### src/design/spark_alarm_params.svh
`ifndef SPARK_ALARM_PARAMS_SVH
`define SPARK_ALARM_PARAMS_SVH

// Clock rate and time figures; cycle counts are derived in the module.
`define CLK_KHZ 50000
`define CLK_MHZ 50
`define DEBOUNCE_MS 20
`define SHOW_MS 1000
`define REPEAT_FIRST_MS 400
`define REPEAT_MIN_MS 50
`define MS_TICK_US 1000
`define PINHOLE_MAX_US 2000
`define PIN_SPACING_US 5000
`define GROSS_US 20000

// Voltage figures in volts, and the count wrap value.
`define SETPOINT_STEP_V 16'h0064
`define SETPOINT_MAX_V 20000
`define HV_LAMP_V 15'h01F4
`define COUNT_WRAP 10'h03E7

// Bit positions of the panel pin vector.
`define PIN_UP 0
`define PIN_DOWN 1
`define PIN_DISPLAY 2
`define PIN_COUNT_SHOW 3
`define PIN_COUNT_CLEAR 4
`define PIN_RESET 5
`define PIN_EXT_RESET_N 6
`define PIN_PERMIT_N 7
`define PIN_COVER 8

// Register byte offsets.
`define REG_CTRL 8'h00
`define REG_HOLD 8'h04
`define REG_LIMITS 8'h08
`define REG_PERCENT 8'h0C
`define REG_STATUS 8'h10
`define REG_TOTAL 8'h14
`define REG_TYPES_A 8'h18
`define REG_TYPES_B 8'h1C
`define REG_SETPOINT 8'h20

// Control fields and reset values.
`define CTRL_LATCH 0
`define CTRL_REMOVE 1
`define CTRL_WD_PERCENT 2
`define CTRL_REDUCED 3
`define HOLD_RESET 16'h0064
`define HIGH_LIMIT_RESET 16'h4E20
`define PERCENT_RESET 7'h0A

`endif

### src/design/spark_alarm_pkg.sv
package spark_alarm_pkg;

   typedef logic [25:0] timer_type;

   typedef enum logic [1:0] {DISP_VOLTS, DISP_PERCENT, DISP_SETPOINT} disp_mode_type;

   typedef enum logic [2:0] {CNT_TOTAL, CNT_PIN, CNT_METAL, CNT_MULTI, CNT_GROSS} count_sel_type;

   // Operator buttons and contacts, as seen at the pins.
   typedef struct packed {
      logic coverLifted;
      logic highVoltagePermit_n;
      logic externalReset_n;
      logic resetButton;
      logic countClearButton;
      logic countDisplayButton;
      logic displayButton;
      logic downButton;
      logic upButton;
   } panel_pins_type;

   // Relay, lamp and generator drive.
   typedef struct packed {
      logic faultLamp;
      logic faultRelay;
      logic hvOnLamp;
      logic hvEnable;
      logic watchdogAlarm;
   } lamps_type;

endpackage : spark_alarm_pkg

### src/design/spark_alarm_control.sv
// What this block does
// - Setpoint moves 0 to maximum in 100 V steps, one per arrow press.
// - A held arrow repeats steps, faster and faster.
// - Three-digit total count rises by one on every fault of any type.
// - Count-show button steps display through pinhole, metal, multi, gross counts.
// - Count clear button zeroes total and all four type counts.
// - Display button shows percent load, then setpoint, then electrode voltage again.
// - Voltmeter shows kilovolts with one decimal, volts divided by one hundred.
// - Fault lamp mirrors the fault alarm; latched it stays lit until reset.
// - Front button, external contact and serial command each clear the fault.
// - Fault reset clears active faults and returns relays to non-fault state.
// - Fault reset leaves all counts alone; only count clear zeroes them.
// - High-voltage lamp lit exactly while measured output exceeds 500 V.
// - Lifted cover interlock switches high voltage off.
// - High voltage only while permit input is grounded; outside keeps it closed.
// - Each defect gives one fault pulse: lamp, count and relays.
// - Fault pulse lasts while defect is in electrode, counted exactly once.
// - Latch mode: relay holds fault state until reset; voltage stays on.
// - Non-latch mode: relay active while defect present plus hold duration.
// - Latch with remove-voltage: voltage off while latched, back on at reset.
// - Remove-voltage setting has no effect in non-latch mode.
// - Close pinholes, or one long non-metal fault, count as multi-pinhole.
// - Watchdog checks fixed limits or a percentage band around setpoint.
//
// Decided for this implementation: the placing of the registers and the APB register port.
`timescale 1ns/1ps
`include "spark_alarm_params.svh"

module spark_alarm_control
   import spark_alarm_pkg::*;
#(
   parameter timer_type DEBOUNCE_CYCLES = timer_type'(`DEBOUNCE_MS * `CLK_KHZ),
   parameter timer_type SHOW_CYCLES = timer_type'(`SHOW_MS * `CLK_KHZ),
   parameter timer_type REPEAT_FIRST_CYCLES = timer_type'(`REPEAT_FIRST_MS * `CLK_KHZ),
   parameter timer_type REPEAT_MIN_CYCLES = timer_type'(`REPEAT_MIN_MS * `CLK_KHZ),
   parameter timer_type MS_CYCLES = timer_type'(`MS_TICK_US * `CLK_MHZ),
   parameter timer_type LONG_FAULT_CYCLES = timer_type'(`PINHOLE_MAX_US * `CLK_MHZ),
   parameter timer_type SPACING_CYCLES = timer_type'(`PIN_SPACING_US * `CLK_MHZ),
   parameter timer_type GROSS_CYCLES = timer_type'(`GROSS_US * `CLK_MHZ),
   parameter logic [15:0] MAX_SETPOINT = 16'(`SETPOINT_MAX_V)
)
(
   // Clock, reset and enable.
   input wire logic clk,
   input wire logic reset_n,
   input wire logic ce,
   // APB slave.
   input wire logic psel,
   input wire logic penable,
   input wire logic pwrite,
   input wire logic [7:0] paddr,
   input wire logic [31:0] pwdata,
   output logic pready,
   output logic [31:0] prdata,
   output logic pslverr,
   // Panel pins and contacts.
   input wire panel_pins_type panelPins,
   // Front-end and serial inputs on this clock.
   input wire logic defectSense,
   input wire logic metalSense,
   input wire logic [14:0] measuredVolts,
   input wire logic [6:0] percentLoad,
   input wire logic serialReset,
   // Indicators and displays.
   output lamps_type lamps,
   output logic [15:0] displayValue,
   output disp_mode_type displayMode,
   output logic [9:0] countValue,
   output count_sel_type countSelect,
   output logic reducedSensitivity
);

   typedef struct packed {
      logic [8:0][2:0] sync;
      logic [8:0] clean;
      logic [8:0] cleanPrev;
      logic [8:0][25:0] bounce;
      logic [15:0] setpoint;
      timer_type repeatTimer;
      timer_type repeatInterval;
      disp_mode_type dispMode;
      timer_type dispTimer;
      logic [15:0] dispValue;
      count_sel_type cntSel;
      timer_type cntTimer;
      logic [9:0] cntValue;
      logic [9:0] total;
      logic [9:0] pinCount;
      logic [9:0] metalCount;
      logic [9:0] multiCount;
      logic [9:0] grossCount;
      logic defectPrev;
      logic metalSeen;
      timer_type defectTimer;
      timer_type gapTimer;
      logic latched;
      logic [15:0] holdMs;
      timer_type msPre;
      lamps_type lamps;
      logic [3:0] ctrl;
      logic [15:0] holdCfg;
      logic [15:0] lowLimit;
      logic [15:0] highLimit;
      logic [6:0] wdPercent;
      logic pready;
      logic pslverr;
      logic [31:0] prdata;
   } state_type;

   state_type st;
   state_type next_st;

   logic faultStart;
   logic faultEnd;
   logic resetEvent;
   logic clearEvent;
   logic latchMode;
   logic stepNow;
   logic [23:0] deviation;
   logic [23:0] band;
   timer_type halved;

   // Three-digit counts roll over from 999 to zero.
   function automatic logic [9:0] incCount(input logic [9:0] c);
      incCount = (c == `COUNT_WRAP) ? 10'h000 : c + 10'h001;
   endfunction : incCount

   // Volts to tenths of a kilovolt for the voltmeter.
   function automatic logic [15:0] toTenths(input logic [15:0] v);
      toTenths = v / 16'h0064;
   endfunction : toTenths

   // Pin events taken from debounced levels; defect edges and serialReset come straight from the inputs.
   assign faultStart = defectSense && !st.defectPrev;
   assign faultEnd = !defectSense && st.defectPrev;
   assign resetEvent = (st.clean[`PIN_RESET] && !st.cleanPrev[`PIN_RESET])
      || (!st.clean[`PIN_EXT_RESET_N] && st.cleanPrev[`PIN_EXT_RESET_N])
      || serialReset;
   assign clearEvent = st.clean[`PIN_COUNT_CLEAR] && !st.cleanPrev[`PIN_COUNT_CLEAR];
   assign latchMode = st.ctrl[`CTRL_LATCH];
   assign halved = st.repeatInterval >> 1;

   // Outputs all come straight from the state register.
   assign pready = st.pready;
   assign prdata = st.prdata;
   assign pslverr = st.pslverr;
   assign lamps = st.lamps;
   assign displayValue = st.dispValue;
   assign displayMode = st.dispMode;
   assign countValue = st.cntValue;
   assign countSelect = st.cntSel;
   assign reducedSensitivity = st.ctrl[`CTRL_REDUCED];

   // Next-state logic; nothing moves while ce is low.
   always_comb
   begin
      next_st = st;
      stepNow = 1'b0;
      deviation = 24'h00_0000;
      band = 24'h00_0000;
      if (ce)
      begin
         // Three-stage sync, then the level must hold for the debounce time.
         for (int i = 0; i < 9; i++)
         begin
            next_st.sync[i] = {st.sync[i][1:0], panelPins[i]};
            if (st.sync[i][1] != st.sync[i][2] || st.sync[i][2] == st.clean[i])
               next_st.bounce[i] = 26'h000_0000;
            else if (st.bounce[i] >= DEBOUNCE_CYCLES)
            begin
               next_st.clean[i] = st.sync[i][2];
               next_st.bounce[i] = 26'h000_0000;
            end
            else
               next_st.bounce[i] = st.bounce[i] + 26'h000_0001;
         end
         next_st.cleanPrev = st.clean;

         // Arrow stepping with a repeat interval that halves while held.
         if ((st.clean[`PIN_UP] && !st.cleanPrev[`PIN_UP])
            || (st.clean[`PIN_DOWN] && !st.cleanPrev[`PIN_DOWN]))
         begin
            stepNow = 1'b1;
            next_st.repeatTimer = REPEAT_FIRST_CYCLES;
            next_st.repeatInterval = REPEAT_FIRST_CYCLES;
         end
         else if (st.clean[`PIN_UP] || st.clean[`PIN_DOWN])
         begin
            if (st.repeatTimer <= 26'h000_0001)
            begin
               stepNow = 1'b1;
               next_st.repeatInterval = (halved < REPEAT_MIN_CYCLES) ? REPEAT_MIN_CYCLES : halved;
               next_st.repeatTimer = next_st.repeatInterval;
            end
            else
               next_st.repeatTimer = st.repeatTimer - 26'h000_0001;
         end
         // Up wins when both arrows are held; the ends clamp rather than wrap.
         if (stepNow && st.clean[`PIN_UP] && st.setpoint + `SETPOINT_STEP_V <= MAX_SETPOINT)
            next_st.setpoint = st.setpoint + `SETPOINT_STEP_V;
         else if (stepNow && !st.clean[`PIN_UP] && st.setpoint >= `SETPOINT_STEP_V)
            next_st.setpoint = st.setpoint - `SETPOINT_STEP_V;

         // Voltmeter cycle: percent load, setpoint, back to electrode voltage.
         if (st.clean[`PIN_DISPLAY] && !st.cleanPrev[`PIN_DISPLAY])
         begin
            next_st.dispMode = DISP_PERCENT;
            next_st.dispTimer = SHOW_CYCLES;
         end
         else if (st.dispMode != DISP_VOLTS)
         begin
            if (st.dispTimer <= 26'h000_0001)
            begin
               next_st.dispMode = (st.dispMode == DISP_PERCENT) ? DISP_SETPOINT : DISP_VOLTS;
               next_st.dispTimer = SHOW_CYCLES;
            end
            else
               next_st.dispTimer = st.dispTimer - 26'h000_0001;
         end
         case (st.dispMode)
            DISP_PERCENT: next_st.dispValue = {9'h000, percentLoad};
            DISP_SETPOINT: next_st.dispValue = toTenths(st.setpoint);
            DISP_VOLTS: next_st.dispValue = toTenths({1'b0, measuredVolts});
            default: next_st.dispValue = 16'h0000;
         endcase

         // Counter display walks the four type counts, then the total.
         if (st.clean[`PIN_COUNT_SHOW] && !st.cleanPrev[`PIN_COUNT_SHOW])
         begin
            next_st.cntSel = CNT_PIN;
            next_st.cntTimer = SHOW_CYCLES;
         end
         else if (st.cntSel != CNT_TOTAL)
         begin
            if (st.cntTimer <= 26'h000_0001)
            begin
               next_st.cntTimer = SHOW_CYCLES;
               case (st.cntSel)
                  CNT_PIN: next_st.cntSel = CNT_METAL;
                  CNT_METAL: next_st.cntSel = CNT_MULTI;
                  CNT_MULTI: next_st.cntSel = CNT_GROSS;
                  default: next_st.cntSel = CNT_TOTAL;
               endcase
            end
            else
               next_st.cntTimer = st.cntTimer - 26'h000_0001;
         end
         case (st.cntSel)
            CNT_PIN: next_st.cntValue = st.pinCount;
            CNT_METAL: next_st.cntValue = st.metalCount;
            CNT_MULTI: next_st.cntValue = st.multiCount;
            CNT_GROSS: next_st.cntValue = st.grossCount;
            default: next_st.cntValue = st.total;
         endcase

         // Defect tracking: one count per rising edge, typing at the falling edge.
         next_st.defectPrev = defectSense;
         if (faultStart)
         begin
            next_st.defectTimer = 26'h000_0000;
            next_st.metalSeen = metalSense;
         end
         else if (defectSense)
         begin
            if (st.defectTimer != 26'h3FF_FFFF)
               next_st.defectTimer = st.defectTimer + 26'h000_0001;
            next_st.metalSeen = st.metalSeen || metalSense;
         end
         if (st.gapTimer != 26'h3FF_FFFF)
            next_st.gapTimer = st.gapTimer + 26'h000_0001;
         // Count clear wins the old value but a same-cycle fault still counts.
         if (clearEvent)
         begin
            next_st.total = 10'h000;
            next_st.pinCount = 10'h000;
            next_st.metalCount = 10'h000;
            next_st.multiCount = 10'h000;
            next_st.grossCount = 10'h000;
         end
         if (faultStart)
            next_st.total = incCount(next_st.total);
         if (faultEnd)
         begin
            if (st.metalSeen && st.defectTimer >= GROSS_CYCLES)
               next_st.grossCount = incCount(next_st.grossCount);
            else if (st.metalSeen)
               next_st.metalCount = incCount(next_st.metalCount);
            else
            begin
               next_st.gapTimer = 26'h000_0000;
               if (st.defectTimer >= LONG_FAULT_CYCLES || st.gapTimer < SPACING_CYCLES)
                  next_st.multiCount = incCount(next_st.multiCount);
               else
                  next_st.pinCount = incCount(next_st.pinCount);
            end
         end

         // Millisecond prescaler for the non-latch hold time.
         if (st.msPre >= MS_CYCLES - 26'h000_0001)
            next_st.msPre = 26'h000_0000;
         else
            next_st.msPre = st.msPre + 26'h000_0001;
         // A reset clears the hold and the latch; a fault edge in the same cycle wins.
         if (resetEvent)
         begin
            next_st.latched = 1'b0;
            next_st.holdMs = 16'h0000;
         end
         else if (st.msPre == 26'h000_0000 && st.holdMs != 16'h0000)
            next_st.holdMs = st.holdMs - 16'h0001;
         if (faultEnd)
            next_st.holdMs = st.holdCfg;
         if (faultStart && latchMode)
            next_st.latched = 1'b1;
         if (!latchMode)
            next_st.latched = 1'b0;

         // Relay and lamp drive; the lamp mirrors the relay.
         if (latchMode)
            next_st.lamps.faultRelay = st.latched;
         else
            next_st.lamps.faultRelay = defectSense || st.defectPrev
               || st.holdMs != 16'h0000; // The prior sample covers the cycle the hold loads.
         next_st.lamps.faultLamp = next_st.lamps.faultRelay;
         next_st.lamps.hvOnLamp = measuredVolts > `HV_LAMP_V;
         // Remove-voltage only matters while a latch is held, so non-latch ignores it.
         next_st.lamps.hvEnable = !st.clean[`PIN_PERMIT_N]
            && !st.clean[`PIN_COVER]
            && !(latchMode && st.ctrl[`CTRL_REMOVE] && st.latched);

         // Watchdog against fixed limits or a percent band of the setpoint.
         deviation = ({1'b0, measuredVolts} > st.setpoint)
            ? 24'({1'b0, measuredVolts} - st.setpoint) * 24'h00_0064
            : 24'(st.setpoint - {1'b0, measuredVolts}) * 24'h00_0064;
         band = 24'(st.wdPercent) * 24'(st.setpoint);
         if (!st.lamps.hvEnable)
            next_st.lamps.watchdogAlarm = 1'b0;
         else if (st.ctrl[`CTRL_WD_PERCENT])
            next_st.lamps.watchdogAlarm = deviation > band;
         else
            next_st.lamps.watchdogAlarm = {1'b0, measuredVolts} < st.lowLimit
               || {1'b0, measuredVolts} > st.highLimit;

         // APB: one wait state, so read data is registered before pready.
         next_st.pready = 1'b0;
         next_st.pslverr = 1'b0;
         if (psel && penable && !st.pready)
         begin
            next_st.pready = 1'b1;
            next_st.prdata = 32'h0000_0000;
            case (paddr)
               `REG_CTRL: next_st.prdata = {28'h000_0000, st.ctrl};
               `REG_HOLD: next_st.prdata = {16'h0000, st.holdCfg};
               `REG_LIMITS: next_st.prdata = {st.highLimit, st.lowLimit};
               `REG_PERCENT: next_st.prdata = {25'h000_0000, st.wdPercent};
               `REG_STATUS: next_st.prdata = {26'h000_0000, defectSense, st.latched,
                  st.lamps.faultRelay, st.lamps.hvEnable, st.lamps.hvOnLamp,
                  st.lamps.watchdogAlarm};
               `REG_TOTAL: next_st.prdata = {22'h00_0000, st.total};
               `REG_TYPES_A: next_st.prdata = {6'h00, st.metalCount, 6'h00, st.pinCount};
               `REG_TYPES_B: next_st.prdata = {6'h00, st.grossCount, 6'h00, st.multiCount};
               `REG_SETPOINT: next_st.prdata = {16'h0000, st.setpoint};
               default: next_st.pslverr = 1'b1;
            endcase
         end
         if (psel && penable && st.pready && pwrite)
         begin
            case (paddr)
               `REG_CTRL: next_st.ctrl = pwdata[3:0];
               `REG_HOLD: next_st.holdCfg = pwdata[15:0];
               `REG_LIMITS:
               begin
                  next_st.lowLimit = pwdata[15:0];
                  next_st.highLimit = pwdata[31:16];
               end
               `REG_PERCENT: next_st.wdPercent = pwdata[6:0];
               default: next_st.ctrl = st.ctrl;
            endcase
         end
      end
   end

   // State register; reset loads constants only.
   always_ff @(posedge clk or negedge reset_n)
   begin
      if (!reset_n)
      begin
         st <= '0;
         st.holdCfg <= `HOLD_RESET;
         st.highLimit <= `HIGH_LIMIT_RESET;
         st.wdPercent <= `PERCENT_RESET;
         st.gapTimer <= 26'h3FF_FFFF;
         st.clean[`PIN_EXT_RESET_N] <= 1'b1;
         st.cleanPrev[`PIN_EXT_RESET_N] <= 1'b1;
         st.clean[`PIN_PERMIT_N] <= 1'b1;
         st.cleanPrev[`PIN_PERMIT_N] <= 1'b1;
      end
      else
         st <= next_st;
   end
endmodule : spark_alarm_control

### config.mk
export PLATFORM = sky130hd
export DESIGN_NAME = spark_alarm_control
export DESIGN_NICKNAME = d
export VERILOG_FILES = /design/src/design/spark_alarm_pkg.sv /design/src/design/spark_alarm_control.sv
export VERILOG_INCLUDE_DIRS = /design/src /design/src/design
export SDC_FILE = /design/constraint.sdc
export NUM_CORES = 2
export LEC_CHECK = 0
export BUFFER_PORTS_ARGS = -buffer_cell sky130_fd_sc_hd__buf_4
export CAP_MARGIN = 25
export CORE_ASPECT_RATIO = 0.9
export CORE_MARGIN = 2
export CORE_UTILIZATION = 64
export DETAILED_ROUTE_END_ITERATION = 10
export HOLD_SLACK_MARGIN = 0.15
export PLACE_DENSITY = 0.81
export SLEW_MARGIN = 20
export SYNTH_ARGS = -nofsm -noshare
export SYNTH_HDL_FRONTEND = slang
export SYNTH_SLANG_ARGS = --single-unit
### constraint.sdc
create_clock -name clk -period 7.65 [get_ports clk]
set_input_delay 1.1475 -clock clk [delete_from_list [all_inputs] [get_ports clk]]
set_output_delay 1.1475 -clock clk [all_outputs]
set_load 0.02 [all_outputs]
==> results.cfg <==
[yosys]
synth-main-ff-cell = dfrtp_1
synthesis.instances = 5136
seq_area_frac_synth_pct = 37.52
synth_cell_type_count = 106
synth-edff-count = 0
synth_warnings = 0
synth_area_leaders = dfrtp_1, ha_1, o21ai_0
yosysTopAreaCellShare_pct = 35.20
syn_area_um2 = 44280
avgSynthCellArea_um2 = 8.622
async_reset_ff_share_pct = 100.0
synth-seq-cells = 662
yosys.area.top_type = dfrtp_1

[detailed_routing]
dr_total_vias = 38273
dr.pass1.iters = 8
drtIter0Drc = 4147
wl_um = 116200
avgViaCountPerCell = 6.215
wire_per_inst_um = 18.88
drc = 0
ant_nets = 0

[global_routing]
grt_start_max_net_pins = 181
grt_pass1_wl_um = 187200
grt-ovfl-total = 0
antenna_found_initial = 1
grt_pass1_vias = 35848
track_usage_pct = 32.44

[sta]
setup_viol = 0
rsz0062_at_grt = no
max_freq_mhz = 138.1
finalCritPeriodShare_pct = 94.66
slew_violations = 0
max_slew_margin_pct = 24.93
hold_viol_final = 0
fin_crit_ps = 7242
worstMarginPinSlew_ps = 1114
whs_ps = 480.5
skew_ps = 29.37
tns_ps = 0

[clocking]
tritoncts = done
hold_buffers = 0
clock_path_buffers = 3
cts_made_buffers = 71
clk_pin_slew_ps = 60
cts_root_buf = clkbuf_16
insertion_delay_ps = 650
cts.sinks = 662
htreeDepth = 3

[flow_run]
drv_cap = 0

[run_status]
status = finished, final reports clean

[final_layout]
fin_nets = 5600
area_growth_pct = 9.923
drive_gt1_share_pct = 10.64
post-route-cell-area_um2 = 48680
final.fill_count = 5293
final_common_cell = nand2_1
final_cell_mix = nand2_1, dfrtp_1, o21ai_0, inv_1, nor2_1
antenna_cells = 0

[pwr]
ir_drop_mv = 0.1721
p_leak_uw = 0.02287
powerDensity_nw_per_um2 = 210.1

[floorplanning]
die_w_um = 281.3
die_area_um2 = 71320
die_h_um = 253.6
core_area_um2 = 68540
pin_count = 151
rows = 91
initial_core_util_pct = 64.61

[placement]
gp_routability_congestion = 1.004
hpwlAfterDp_um = 82620
io_buffers = 144
placed_area_um2 = 46070

[worst_setup_path]
critPathKind = register to register
crit_required_ps = 8130
critPathSlowestCell = dfstp_4
critPathMaxStageDelay_ps = 750
critPathLaunchType = register
path_max_fanout = 16
crit_arrival_ps = 7720
end_kind = register

[min_path]
hold_class = register to register
logic make-up (layout without fill, tap and decap cells):
logic type / count (synthesis) / count (layout) / share of synthesized area [%]
simple gates: 1829 / 1829 / 19.98
compound gates: 1318 / 1318 / 18.27
buf+inv: 680 / 767 / 6.380
flops: 662 / 662 / 37.52
fa+ha+maj: 349 / 349 / 11.42
xor+xnor: 189 / 189 / 3.772
mux: 108 / 108 / 2.656
other cells: 1 / 6 / 0.008468
worst paths after layout:
kind,start,to,slack (ps),cells after the start
setup / recovery,st[37]$_DFFE_PN1P_,lamps[0]$_DFFE_PN0P_,410,33
hold / removal,prdata[4]$_DFFE_PN0P_,prdata[4]$_DFFE_PN0P_,480,1
setup reg to reg,st[37]$_DFFE_PN1P_,lamps[0]$_DFFE_PN0P_,410,33
hold reg to reg,prdata[4]$_DFFE_PN0P_,prdata[4]$_DFFE_PN0P_,480,1
max in group asynchronous,reset_n,prdata[27]$_DFFE_PN0P_,5620,2
min in group asynchronous,reset_n,prdata[10]$_DFFE_PN0P_,520,1
cell type report:
type	count	area [um^2]	share of cell area (%)
Multi-Input combinational cell	3799	24940	51.23
Timing Repair Buffer	254	1986	4.079
Sequential cell	662	16620	34.14
Inverter	384	1441	2.961
Tap cell	930	1164	2.390
Clock buffer	100	2036	4.182
Clock inverter	29	494.2	1.015
critical path: cells and delay by family, from the launching register on:
| family | cells | cell delay, ps |
|---|---|---|
| AO/OA/AOI/OAI | 19 | 3000 |
| adder cells (fa/ha/maj) | 6 | 2460 |
| flip-flops | 1 | 750 |
| AND/OR/NAND/NOR | 3 | 340 |
| XOR/XNOR | 1 | 290 |
| buffers and inverters | 4 | 220 |
cell usage after synthesis, types with 16 or more instances:
library cell / n
dfrtp_1: 623
nor3_1: 89
nor4_1: 59
o21ai_0: 568
a31oi_1: 68
or3_1: 41
xor2_1: 70
o211ai_1: 17
a221oi_1: 18
fa_1: 92
nor2b_1: 91
a21o_1: 47
nand2b_1: 90
buf_4: 68
a22oi_1: 40
dfstp_2: 39
nand3_1: 120
xnor2_1: 117
clkbuf_1: 201
mux2_2: 76
nand4_1: 72
o21bai_1: 17
and2_1: 47
nor2_1: 332
nand3b_1: 20
inv_1: 383
and3_1: 152
mux2i_1: 32
nand2_1: 652
buf_1: 18
o31ai_1: 49
ha_1: 256
a222oi_1: 23
a21oi_1: 273
or4_1: 16
metrics by stage:
step                setup WS [ps]  total power, uW  instances  util (%)
finish                      408.2            10230       6158     71.02
floorplan                   473.0             5726       5141         -
global placement           -104.6             6415       6022     67.18
global route                1.197            10760       6158     71.02
detailed placement         -196.5             6481       6024     67.21
CTS                         378.5            10230       6153     70.90
power by group:
part           leakage [uW]  switching, uW  internal, uW  total, uW
combinational        0.0130           1500          1080       2580
sequential          0.00865            218          3690       3910
clock               0.00121           1540          2190       3740
total                0.0229           3260          6960      10200
routing by layer:
metal  vias up  track usage [%]  wire, um
li1      17940                -         -
met1     18493            46.48     50050
met2      1589            50.40     52090
met3       251            5.213      9971
met4         0            10.90      4127
met5         -                0         0
sequential cells by signal, summed over array words and instances (netlist names):
name	flops
lamps	4
prdata	32
displayMode	2
pready	1
reducedSensitivity	1
halved	24
st	573
countSelect	3
latchMode	1
displayValue	10
pslverr	1
countValue	10
repair_timing:
action | CTS | global route
setup buffers | 0 | 2
setup endpoints to repair | 0 | 1
gates resized for setup | 0 | 13
Power figures use the tool's default switching activity.
